[config.mk]
export PLATFORM = sky130hd
export DESIGN_NAME = cie_execute
export DESIGN_NICKNAME = d
export VERILOG_FILES = /design/src/include/cie_pkg.sv /design/src/hdl/cie_execute.sv
export SDC_FILE = /design/constraint.sdc
export NUM_CORES = 2
export LEC_CHECK = 0
export ABC_AREA = 1
export CAP_MARGIN = 40
export CORE_UTILIZATION = 45
export CTS_BUF_LIST = sky130_fd_sc_hd__clkbuf_8
export CTS_CLUSTER_DIAMETER = 80
export DETAILED_ROUTE_END_ITERATION = 10
export DONT_BUFFER_PORTS = 1
export PLACE_DENSITY = 0.6
export SLEW_MARGIN = 20
export SYNTH_ARGS = -nofsm -noshare
export SYNTH_HDL_FRONTEND = slang
export SYNTH_SLANG_ARGS = --single-unit
[constraint.sdc]
create_clock -name mclk -period 42.2 [get_ports mclk]
set_input_delay 2.11 -clock mclk [delete_from_list [all_inputs] [get_ports mclk]]
set_output_delay 2.11 -clock mclk [all_outputs]
set_load 0.01 [all_outputs]
[src/include/cie_pkg.sv]
// Package with constants and types for the instruction execute block.
package cie_pkg;

  localparam logic [15:0] SHORT_BASE = 16'hFE00;
  localparam logic [15:0] SP_RESET = 16'hFF00;
  localparam logic [7:0] PSW_RESET = 8'h00;
  localparam logic [15:0] PC_RESET = 16'h0000;
  localparam logic [1:0] FIXED_AREA_TOP = 2'h1;
  localparam logic [6:0] CLK_LOGIC = 7'h03;
  localparam logic [6:0] CLK_WORD_IMM = 7'h04;
  localparam logic [6:0] CLK_MUL = 7'h2F;
  localparam logic [6:0] CLK_DIV = 7'h4A;
  localparam logic [6:0] CLK_SHIFT_BASE = 7'h03;
  localparam logic [6:0] CLK_ADJ = 7'h03;
  localparam logic [6:0] CLK_REL_TAKEN = 7'h04;
  localparam logic [6:0] CLK_REL_SKIP = 7'h02;
  localparam logic [6:0] CLK_BT_TAKEN = 7'h07;
  localparam logic [6:0] CLK_BT_SKIP = 7'h05;
  localparam logic [6:0] CLK_TC_TAKEN = 7'h0D;
  localparam logic [6:0] CLK_TC_SKIP = 7'h07;
  localparam logic [6:0] CLK_DB_TAKEN = 7'h06;
  localparam logic [6:0] CLK_DB_SKIP = 7'h04;
  localparam logic [6:0] CLK_CALL_INT = 7'h0B;
  localparam logic [6:0] CLK_CALL_EXT = 7'h0F;
  localparam logic [6:0] CLK_RETI_INT = 7'h0F;
  localparam logic [6:0] CLK_RETI_EXT = 7'h15;
  localparam logic [6:0] CLK_IMASK = 7'h02;
  localparam logic [6:0] CLK_SP_HIGH = 7'h01;
  localparam int PSW_CARRY = 0;
  localparam int PSW_HALF = 4;
  localparam int PSW_NULL = 6;
  localparam int PSW_IME = 7;

  localparam logic [7:0] ADDR_CTRL = 8'h00;
  localparam logic [7:0] ADDR_OPS = 8'h04;
  localparam logic [7:0] ADDR_WORD = 8'h08;
  localparam logic [7:0] ADDR_GO = 8'h0C;
  localparam logic [7:0] ADDR_ACC = 8'h10;
  localparam logic [7:0] ADDR_REG = 8'h14;
  localparam logic [7:0] ADDR_PC = 8'h18;
  localparam logic [7:0] ADDR_SP = 8'h1C;
  localparam logic [7:0] ADDR_STAT = 8'h20;
  localparam logic [7:0] ADDR_PSW = 8'h24;
  localparam logic [7:0] ADDR_STACK = 8'h28;

  typedef enum logic [4:0] {
    OP_NOP = 5'h00, OP_SUBWB = 5'h01, OP_AND = 5'h02, OP_OR = 5'h03, OP_XOR = 5'h04,
    OP_CMP = 5'h05, OP_WADD = 5'h06, OP_WSUB = 5'h07, OP_WCMP = 5'h08, OP_MULU = 5'h09,
    OP_MULS = 5'h0A, OP_DIVU = 5'h0B, OP_SHR = 5'h0C, OP_SHL = 5'h0D, OP_ROR = 5'h0E,
    OP_ROL = 5'h0F, OP_WSHR = 5'h10, OP_WSHL = 5'h11, OP_ADJA = 5'h12, OP_ADJS = 5'h13,
    OP_BCY = 5'h14, OP_BTRUE = 5'h15, OP_TEST_CLEAR_BRANCH = 5'h16, OP_DECREMENT_BRANCH_NONZERO = 5'h17, OP_CALL = 5'h18,
    OP_FIXED_AREA_CALL = 5'h19, OP_RETI = 5'h1A, OP_EI = 5'h1B, OP_DI = 5'h1C, OP_SHORT = 5'h1D
  } cie_op_t;

  typedef enum logic [1:0] {
    ST_IDLE = 2'b00, ST_RUN = 2'b01, ST_DONE = 2'b11
  } cie_state_t;

  typedef struct packed {
    logic [31:0] prdata;
    logic pready;
    logic pslverr;
  } cie_apb_out_t;

  typedef struct packed {
    cie_state_t st;
    cie_op_t op;
    logic [7:0] src;
    logic [2:0] cnt;
    logic ext_mem;
    logic [15:0] word_op;
    logic [15:0] acc;
    logic [7:0] reg8;
    logic [15:0] pc;
    logic [15:0] sp;
    logic [7:0] program_status_word;
    logic [23:0] stack;
    logic [15:0] addr;
    logic [6:0] wait_cnt;
    logic [31:0] cycles;
    cie_apb_out_t apb;
  } cie_state_all_t;

endpackage

[src/hdl/cie_execute.sv]
// Execution unit for part of an 8-bit core instruction set, driven over APB.
// Behaviour
// - Subtract with borrow removes source and carry, writes back, sets null, half and carry.
// - Short indirect address is FE00H plus the 8-bit index.
// - AND, OR, XOR write the result and change only the null flag.
// - Compare subtracts without storing and sets the three arithmetic flags.
// - Word add and subtract use the wide accumulator; immediate form 4 clocks.
// - Unsigned multiply splits product: upper 16 to accumulator, lower 8 to register; 47 clocks.
// - Signed multiply uses signed accumulator and magnitude register, same split, 47 clocks.
// - Unsigned divide gives quotient in accumulator, remainder in register, 74 clocks.
// - Byte shifts repeat n times, zero fill, carry out, half cleared, 3+2n clocks.
// - Rotates repeat n times, wrapped bit to carry, only carry changes, 3+2n clocks.
// - Word shifts act over 16 bits like byte shifts, 3+3n clocks.
// - Decimal adjust after add or subtract sets null and half, sets carry only on an upper-digit adjust, in 3 clocks.
// - Bit-true branch goes to address plus 3 plus offset; 7 taken, 5 not.
// - Test-clear branch also clears the set bit; 13 taken, 7 not.
// - Decrement then branch if nonzero, address plus 3; 6 taken, 4 not.
// - Call pushes address plus 3 below stack pointer, subtracts 2, jumps; 11 or 15.
// - Fixed-area call pushes return, forces PC bits 12-11 to 01, loads low 11 bits.
// - Interrupt return pops PC low, PC high, status word; stack pointer plus 3.
// - Stack pointer changes in its upper byte add extra clocks.
// - Unmask and mask set and clear the master enable in 2 clocks.
// - Every clock count equals that many system clock periods.
//
// Our own choices: register access over APB and the address map.
`timescale 1ns/1ns
`default_nettype none

module cie_execute
  import cie_pkg::*;
(
  input wire logic mclk,
  input wire logic reset,
  input wire logic psel,
  input wire logic penable,
  input wire logic pwrite,
  input wire logic [7:0] paddr,
  input wire logic [31:0] pwdata,
  output logic [31:0] prdata,
  output logic pready,
  output logic pslverr,
  output logic busy
);

  cie_state_all_t s;
  cie_state_all_t next_s;

  // Flags of an 8-bit subtraction: null, half and carry.
  function automatic logic [10:0] sub8(input logic [7:0] a, input logic [7:0] b, input logic ci);
    logic [8:0] d;
    logic [4:0] h;
    d = {1'b0, a} - {1'b0, b} - {8'h00, ci};
    h = {1'b0, a[3:0]} - {1'b0, b[3:0]} - {4'h0, ci};
    sub8 = {d[7:0], d[7:0] == 8'h00, h[4], d[8]};
  endfunction

  // Cycles added when the stack pointer upper byte moves.
  function automatic logic [6:0] sp_extra(input logic [15:0] a, input logic [15:0] b);
    sp_extra = (a[15:8] != b[15:8]) ? CLK_SP_HIGH : 7'h00;
  endfunction

  logic apb_access;
  logic apb_first;
  logic apb_take;
  logic [10:0] sres;
  logic [16:0] wsum;
  logic [23:0] prod;
  logic [15:0] mag;
  logic [15:0] new_sp;
  logic [15:0] rel_pc;
  logic [7:0] adj;
  logic [7:0] dec_v;
  logic [2:0] n;
  logic bit_v;
  logic ac_w;

  always_comb begin
    apb_access = psel && penable;
    apb_first = apb_access && !s.apb.pready;
    apb_take = apb_access && s.apb.pready;
    n = s.cnt;
    bit_v = s.src[s.word_op[2:0]];
    dec_v = s.reg8 - 8'h01;
    sres = 11'h000;
    wsum = 17'h00000;
    prod = 24'h000000;
    mag = 16'h0000;
    new_sp = s.sp;
    rel_pc = s.pc + {{8{s.src[7]}}, s.src};
    adj = 8'h00;
    ac_w = 1'b0;
    next_s = s;
    // One wait state; the transfer completes on the edge that sees pready, so it is never taken twice.
    next_s.apb.pready = apb_first;
    next_s.apb.pslverr = 1'b0;
    next_s.apb.prdata = 32'h00000000;
    next_s.cycles = s.cycles + 32'h00000001;
    if (apb_first && !pwrite) begin
      if (paddr == ADDR_CTRL) begin
        next_s.apb.prdata = {8'h00, s.src, 3'h0, s.ext_mem, 1'b0, s.cnt, 3'h0, s.op};
      end else if (paddr == ADDR_WORD) begin
        next_s.apb.prdata = {16'h0000, s.word_op};
      end else if (paddr == ADDR_ACC) begin
        next_s.apb.prdata = {16'h0000, s.acc};
      end else if (paddr == ADDR_REG) begin
        next_s.apb.prdata = {24'h000000, s.reg8};
      end else if (paddr == ADDR_PC) begin
        next_s.apb.prdata = {16'h0000, s.pc};
      end else if (paddr == ADDR_SP) begin
        next_s.apb.prdata = {16'h0000, s.sp};
      end else if (paddr == ADDR_STAT) begin
        next_s.apb.prdata = {s.cycles[21:0], 1'b0, s.wait_cnt, s.st};
      end else if (paddr == ADDR_PSW) begin
        next_s.apb.prdata = {8'h00, s.addr, s.program_status_word};
      end else if (paddr == ADDR_STACK) begin
        next_s.apb.prdata = {8'h00, s.stack};
      end else if (paddr != ADDR_OPS && paddr != ADDR_GO) begin
        next_s.apb.pslverr = 1'b1;
      end
    end
    if (apb_first && pwrite) begin
      // State registers are frozen while an instruction runs, so its operands stay coherent.
      if ((s.st != ST_IDLE && paddr != ADDR_STAT) || paddr == ADDR_OPS) begin
        next_s.apb.pslverr = 1'b1;
      end else if (paddr > ADDR_STACK || paddr[1:0] != 2'h0) begin
        next_s.apb.pslverr = 1'b1;
      end
    end
    // A write lands only on the completing edge, and only if it was not refused.
    if (apb_take && pwrite && !s.apb.pslverr) begin
      if (paddr == ADDR_CTRL) begin
        next_s.op = cie_op_t'(pwdata[4:0]);
        next_s.cnt = pwdata[10:8];
        next_s.ext_mem = pwdata[12];
        next_s.src = pwdata[23:16];
      end else if (paddr == ADDR_WORD) begin
        next_s.word_op = pwdata[15:0];
      end else if (paddr == ADDR_ACC) begin
        next_s.acc = pwdata[15:0];
      end else if (paddr == ADDR_REG) begin
        next_s.reg8 = pwdata[7:0];
      end else if (paddr == ADDR_PC) begin
        next_s.pc = pwdata[15:0];
      end else if (paddr == ADDR_SP) begin
        next_s.sp = pwdata[15:0];
      end else if (paddr == ADDR_PSW) begin
        next_s.program_status_word = pwdata[7:0];
      end else if (paddr == ADDR_STACK) begin
        next_s.stack = pwdata[23:0];
      end else if (paddr == ADDR_GO) begin
        next_s.st = ST_RUN;
        next_s.wait_cnt = 7'h00;
      end else if (paddr == ADDR_STAT) begin
        next_s.cycles = 32'h00000000;
      end
    end
    case (s.st)
      ST_RUN: begin
        next_s.st = ST_DONE;
        case (s.op)
          OP_SUBWB, OP_CMP: begin
            sres = sub8(s.acc[7:0], s.src, (s.op == OP_SUBWB) && s.program_status_word[PSW_CARRY]);
            if (s.op == OP_SUBWB) begin
              next_s.acc[7:0] = sres[10:3];
            end
            next_s.program_status_word[PSW_NULL] = sres[2];
            next_s.program_status_word[PSW_HALF] = sres[1];
            next_s.program_status_word[PSW_CARRY] = sres[0];
            next_s.wait_cnt = CLK_LOGIC;
          end
          OP_AND, OP_OR, OP_XOR: begin
            if (s.op == OP_AND) begin
              adj = s.acc[7:0] & s.src;
            end else if (s.op == OP_OR) begin
              adj = s.acc[7:0] | s.src;
            end else begin
              adj = s.acc[7:0] ^ s.src;
            end
            next_s.acc[7:0] = adj;
            next_s.program_status_word[PSW_NULL] = adj == 8'h00;
            next_s.wait_cnt = CLK_LOGIC;
          end
          OP_WADD, OP_WSUB, OP_WCMP: begin
            if (s.op == OP_WADD) begin
              wsum = {1'b0, s.acc} + {1'b0, s.word_op};
              ac_w = ({1'b0, s.acc[3:0]} + {1'b0, s.word_op[3:0]}) > 5'h0F;
            end else begin
              wsum = {1'b0, s.acc} - {1'b0, s.word_op};
              ac_w = s.acc[3:0] < s.word_op[3:0];
            end
            if (s.op != OP_WCMP) begin
              next_s.acc = wsum[15:0];
            end
            next_s.program_status_word[PSW_NULL] = wsum[15:0] == 16'h0000;
            next_s.program_status_word[PSW_HALF] = ac_w;
            next_s.program_status_word[PSW_CARRY] = wsum[16];
            next_s.wait_cnt = (s.op == OP_WCMP) ? CLK_LOGIC : CLK_WORD_IMM;
          end
          OP_MULU, OP_MULS: begin
            mag = (s.op == OP_MULS && s.acc[15]) ? (16'h0000 - s.acc) : s.acc;
            prod = mag * s.reg8;
            if (s.op == OP_MULS && s.acc[15]) begin
              prod = 24'h000000 - prod;
            end
            next_s.acc = prod[23:8];
            next_s.reg8 = prod[7:0];
            next_s.wait_cnt = CLK_MUL;
          end
          OP_DIVU: begin
            // Division by zero is left undefined; the all-ones quotient keeps the datapath quiet.
            if (s.reg8 != 8'h00) begin
              next_s.acc = s.acc / {8'h00, s.reg8};
              next_s.reg8 = 8'(s.acc % {8'h00, s.reg8});
            end else begin
              next_s.acc = 16'hFFFF;
            end
            next_s.wait_cnt = CLK_DIV;
          end
          OP_SHR, OP_SHL, OP_ROR, OP_ROL: begin
            adj = s.reg8;
            for (int i = 0; i < 7; i++) begin
              if (3'(i) < n) begin
                if (s.op == OP_SHR || s.op == OP_ROR) begin
                  next_s.program_status_word[PSW_CARRY] = adj[0];
                  adj = {(s.op == OP_ROR) && adj[0], adj[7:1]};
                end else begin
                  next_s.program_status_word[PSW_CARRY] = adj[7];
                  adj = {adj[6:0], (s.op == OP_ROL) && adj[7]};
                end
              end
            end
            next_s.reg8 = adj;
            if (s.op == OP_SHR || s.op == OP_SHL) begin
              next_s.program_status_word[PSW_HALF] = 1'b0;
              next_s.program_status_word[PSW_NULL] = adj == 8'h00;
            end
            next_s.wait_cnt = CLK_SHIFT_BASE + {3'h0, n, 1'b0};
          end
          OP_WSHR, OP_WSHL: begin
            mag = s.acc;
            for (int i = 0; i < 7; i++) begin
              if (3'(i) < n) begin
                if (s.op == OP_WSHR) begin
                  next_s.program_status_word[PSW_CARRY] = mag[0];
                  mag = {1'b0, mag[15:1]};
                end else begin
                  next_s.program_status_word[PSW_CARRY] = mag[15];
                  mag = {mag[14:0], 1'b0};
                end
              end
            end
            next_s.acc = mag;
            next_s.program_status_word[PSW_HALF] = 1'b0;
            next_s.program_status_word[PSW_NULL] = mag == 16'h0000;
            next_s.wait_cnt = CLK_SHIFT_BASE + {4'h0, n} + {3'h0, n, 1'b0};
          end
          OP_ADJA, OP_ADJS: begin
            if (s.program_status_word[PSW_HALF] || s.acc[3:0] > 4'h9) begin
              adj[3:0] = 4'h6;
            end
            if (s.program_status_word[PSW_CARRY] || s.acc[7:0] > 8'h99) begin
              adj[7:4] = 4'h6;
              next_s.program_status_word[PSW_CARRY] = 1'b1;
            end
            dec_v = (s.op == OP_ADJA) ? s.acc[7:0] + adj : s.acc[7:0] - adj;
            next_s.acc[7:0] = dec_v;
            next_s.program_status_word[PSW_NULL] = dec_v == 8'h00;
            next_s.program_status_word[PSW_HALF] = (s.op == OP_ADJA) ? (s.acc[3:0] > 4'h9) : (adj[3:0] != 4'h0);
            next_s.wait_cnt = CLK_ADJ;
          end
          OP_BCY: begin
            next_s.pc = s.program_status_word[PSW_CARRY] ? rel_pc + 16'h0002 : s.pc + 16'h0002;
            next_s.wait_cnt = s.program_status_word[PSW_CARRY] ? CLK_REL_TAKEN : CLK_REL_SKIP;
          end
          OP_BTRUE, OP_TEST_CLEAR_BRANCH: begin
            // Source byte holds the tested byte and word_op[15:8] the displacement.
            rel_pc = s.pc + 16'h0003 + {{8{s.word_op[15]}}, s.word_op[15:8]};
            next_s.pc = bit_v ? rel_pc : s.pc + 16'h0003;
            if (s.op == OP_TEST_CLEAR_BRANCH) begin
              if (bit_v) begin
                next_s.src[s.word_op[2:0]] = 1'b0;
              end
              next_s.wait_cnt = bit_v ? CLK_TC_TAKEN : CLK_TC_SKIP;
            end else begin
              next_s.wait_cnt = bit_v ? CLK_BT_TAKEN : CLK_BT_SKIP;
            end
          end
          OP_DECREMENT_BRANCH_NONZERO: begin
            next_s.reg8 = dec_v;
            next_s.pc = (dec_v != 8'h00) ? rel_pc + 16'h0003 : s.pc + 16'h0003;
            next_s.wait_cnt = (dec_v != 8'h00) ? CLK_DB_TAKEN : CLK_DB_SKIP;
          end
          OP_CALL, OP_FIXED_AREA_CALL: begin
            new_sp = s.sp - 16'h0002;
            next_s.sp = new_sp;
            if (s.op == OP_CALL) begin
              next_s.stack[15:0] = s.pc + 16'h0003;
              next_s.pc = s.word_op;
            end else begin
              next_s.stack[15:0] = s.pc + 16'h0002;
              next_s.pc = {s.pc[15:13], FIXED_AREA_TOP, s.word_op[10:0]};
            end
            next_s.addr = new_sp;
            next_s.wait_cnt = (s.ext_mem ? CLK_CALL_EXT : CLK_CALL_INT) + sp_extra(s.sp, new_sp);
          end
          OP_RETI: begin
            new_sp = s.sp + 16'h0003;
            next_s.pc = s.stack[15:0];
            next_s.program_status_word = s.stack[23:16];
            next_s.sp = new_sp;
            next_s.addr = s.sp;
            next_s.wait_cnt = (s.ext_mem ? CLK_RETI_EXT : CLK_RETI_INT) + sp_extra(s.sp, new_sp);
          end
          OP_EI, OP_DI: begin
            next_s.program_status_word[PSW_IME] = (s.op == OP_EI);
            next_s.pc = s.pc + 16'h0001;
            next_s.wait_cnt = CLK_IMASK;
          end
          OP_SHORT: begin
            next_s.addr = SHORT_BASE + {8'h00, s.src};
            next_s.wait_cnt = CLK_LOGIC;
          end
          default: begin
            next_s.wait_cnt = CLK_IMASK;
          end
        endcase
        // The RUN cycle itself is the first of the count.
        next_s.wait_cnt = next_s.wait_cnt - 7'h01;
      end
      ST_DONE: begin
        if (s.wait_cnt <= 7'h01) begin
          next_s.st = ST_IDLE;
          next_s.wait_cnt = 7'h00;
        end else begin
          next_s.wait_cnt = s.wait_cnt - 7'h01;
        end
      end
      default: begin
      end
    endcase
  end

  always_ff @(posedge mclk) begin
    if (reset) begin
      s <= '0;
      s.st <= ST_IDLE;
      s.op <= OP_NOP;
      s.sp <= SP_RESET;
      s.pc <= PC_RESET;
      s.program_status_word <= PSW_RESET;
    end else begin
      s <= next_s;
    end
  end

  assign prdata = s.apb.prdata;
  assign pready = s.apb.pready;
  assign pslverr = s.apb.pslverr;
  assign busy = s.st != ST_IDLE;

endmodule

`default_nettype wire

==> flow_metrics.env <==
export IMPL_status="completed"
export IMPL_hp_class="reg -> reg"
export IMPL_rr_endpoint="s[158]"
export IMPL_period_share_pct=71.39
export IMPL_setup_viol=0
export IMPL_placed_cells=5936
export IMPL_fin_hold_ws_ns=0.4590
export IMPL_grt_max_degree=68
export IMPL_yosysMostFrequentCell="nand2_1"
export IMPL_r2r_cells=197
export IMPL_yosys_area_top_type="dfxtp_1"
export IMPL_reg2reg_from="s[176]"
export IMPL_die_h_um=268.0
export IMPL_core_area_um2=70030
export IMPL_yosysWarningCount=0
export IMPL_ys_ff_latch=202
export IMPL_htreeDepth=2
export IMPL_cts_sinks=202
export IMPL_fin_ws_ns=12.08
export IMPL_period_minus_slack_ns=30.13
export IMPL_ys_seq_area_share_pct=12.70
export IMPL_avgSynthCellArea_um2=6.181
export IMPL_synth_fp_nets=5560
export IMPL_ys_async_sr_fraction_pct=0
export IMPL_ys_flop_type="dfxtp_1"
export IMPL_hold_violations=0
export IMPL_routed_wl_met2_mm=59.73
export IMPL_start_kind="flip-flop"
export IMPL_overflow=0
export IMPL_ios=80
export IMPL_slew_viol_final=0
export IMPL_critPathMaxFanout=23
export IMPL_fin_setup_tns_ns=0
export IMPL_drt_met1_wl_mm=52.55
export IMPL_cap_violations=0
export IMPL_p_leak_nw=15.95
export IMPL_vias_per_cell=5.820
export IMPL_postCtsSetupRepairBufs=0
export IMPL_synth_area_leaders="dfxtp_1, nand2_1, ha_1"
export IMPL_ant_nets=0
export IMPL_wl_per_cell_um=21.95
export IMPL_crit_start="s[176]"
export IMPL_met3_length_mm=10.57
export IMPL_crit_top_cell="nand2_1"
export IMPL_routed_wl_mm=132.0
export IMPL_nNetsFinal=5450
export IMPL_drt_drc_violations_left=0
export IMPL_grt_pass1_vias=32500
export IMPL_cp_required_ns=42.68
export IMPL_drt_first_pass_iters=6
export IMPL_worstSetupEndpointType="flip-flop"
export IMPL_rsz0062_at_grt="no"
export IMPL_nFillCells=7592
export IMPL_worstMarginPinSlew_ns=0.8533
export IMPL_grt_pass1_wl_mm=197.6
export IMPL_start_util_pct=45.46
export IMPL_synthCells=5151
export IMPL_cts_tree="built"
export IMPL_clock_latency_ns=0.64
export IMPL_critical_path_endpoint="s[158]"
export IMPL_drive_gt1_share_pct=5.403
export IMPL_cp_slowest_stage_delay_ns=0.78
export IMPL_dpl_hpwl_mm=103.8
export IMPL_cts_hold_buf=0
export IMPL_area_growth_pct=5.180
export IMPL_num_rows=97
export IMPL_synth_cell_types=72
export IMPL_p_per_area_nw_per_um2=13.88
export IMPL_clk_path_buf_depth=3
export IMPL_dr_first_iter_drc_count=3057
export IMPL_antenna_found_initial=6
export IMPL_worst_ep_arrival_time_ns=30.61
export IMPL_vias=35010
export IMPL_place_congestion=1.054
export IMPL_grtUsageTotal_pct=36.28
export IMPL_dr_max_layer_used="met5"
export IMPL_synth_area_um2=31840
export IMPL_p_total_mw=0.4647
export IMPL_die_x_um=268.0
export IMPL_critPathKind="reg -> reg"
export IMPL_cts_resized_gates=0
export IMPL_synth_edf_count=0
export IMPL_final_cells=6015
export IMPL_cts_reportedPaths_clkPinSlew_ns=0.06
export IMPL_die_area_um2=71820
export IMPL_io_buffers=0
export IMPL_yosys_top_cells_count="nand2_1, inv_1, nor2_1"
export IMPL_max_vdd_ir_drop_mv=0.02387
export IMPL_critPathSlowestCell="dfxtp_1"
export IMPL_fmax_ghz=0.03320
export IMPL_pre_cts_ws_ns=12.26
export IMPL_maxSlewHeadroom_pct=42.92
export IMPL_finClkSkew_ns=0.06339
export IMPL_r2r_slack_ns=12.08
export IMPL_cts_buffers=40
export IMPL_synth_top_area_share_pct=12.70
export IMPL_root_buffer="clkbuf_8"
[through the flow]
step	cell area, um2	utilization (%)
finish	33490	47.82
global route	33480	47.81
global placement	32500	46.41
detailed placement	32570	46.51
CTS	33440	47.75
floorplan	31840	-
[power by group]
group          switching [mW]  internal [mW]
clock                   0.101          0.121
sequential           0.000557          0.191
combinational          0.0362         0.0150
[logic make-up (layout without fill, tap and decap cells)]
logic type      Yosys count  after routing  synth area share, %
compound gates         1261           1261                23.61
xor+xnor                215            215                5.914
fa+ha+maj               364            364                16.47
buf+inv                1062            982                13.06
flops                   202            202                12.70
mux                      11             11               0.3458
other cells               0              4                    0
simple gates           2036           2036                27.89
[worst min-delay path by stage]
stage                      end  depth (start not counted)  slack, ns  startpoint
floorplan                s[34]                          1       0.43       s[34]
global placement    prdata[31]                          2       0.45       s[55]
detailed placement  prdata[25]                          2       0.46       s[49]
CTS                 prdata[25]                          2       0.46       s[49]
global route        prdata[25]                          2       0.48       s[49]
finish              prdata[25]                          2       0.46       s[49]
[metal layers]
metal	track usage, %	up-vias
met2	60.13	1545
li1	-	16890
met3	5.388	408
met4	21.90	2
met1	44.37	16160
met5	0	-
[sequential cells by signal, summed over array words and instances (netlist names)]
name,cells
s,165
pready,1
pslverr,1
n,3
prdata,32
[cells in the final DEF (no fill, tap or decap), types with 54 or more instances in the layout]
cell	n
a21oi_1	364
buf_4	65
clkbuf_8	54
dfxtp_1	202
fa_1	92
ha_1	272
inv_1	810
nand2_1	1031
nand3_1	248
nor2_1	464
nor3_1	100
o211ai_1	83
o21ai_0	437
o22ai_1	76
xor2_1	174
[layout make-up]
type                    instances  area (um2)  share of cell area (%)
clock buffers                  54       743.2                   2.219
clock inverters                18       123.9                  0.3699
flip-flops and latches        202        4044                   12.08
inverters                     839        3154                   9.419
well taps                     940        1176                   3.512
multi-input cells            3887       23660                   70.65
diodes                          4       10.01                 0.02989
repair buffers                 71       576.8                   1.722
[worst max-delay path, delay by kind of cell, from the launching register on]
family                   cells  cell delay [ns]
AO/OA/AOI/OAI               51             9.58
XOR/XNOR                     1             0.16
adder cells (fa/ha/maj)     16             5.28
buffers and inverters       27             3.19
flip-flops                   1             0.78
AND/OR/NAND/NOR            102            10.92
(Power assumes the default switching activity.)
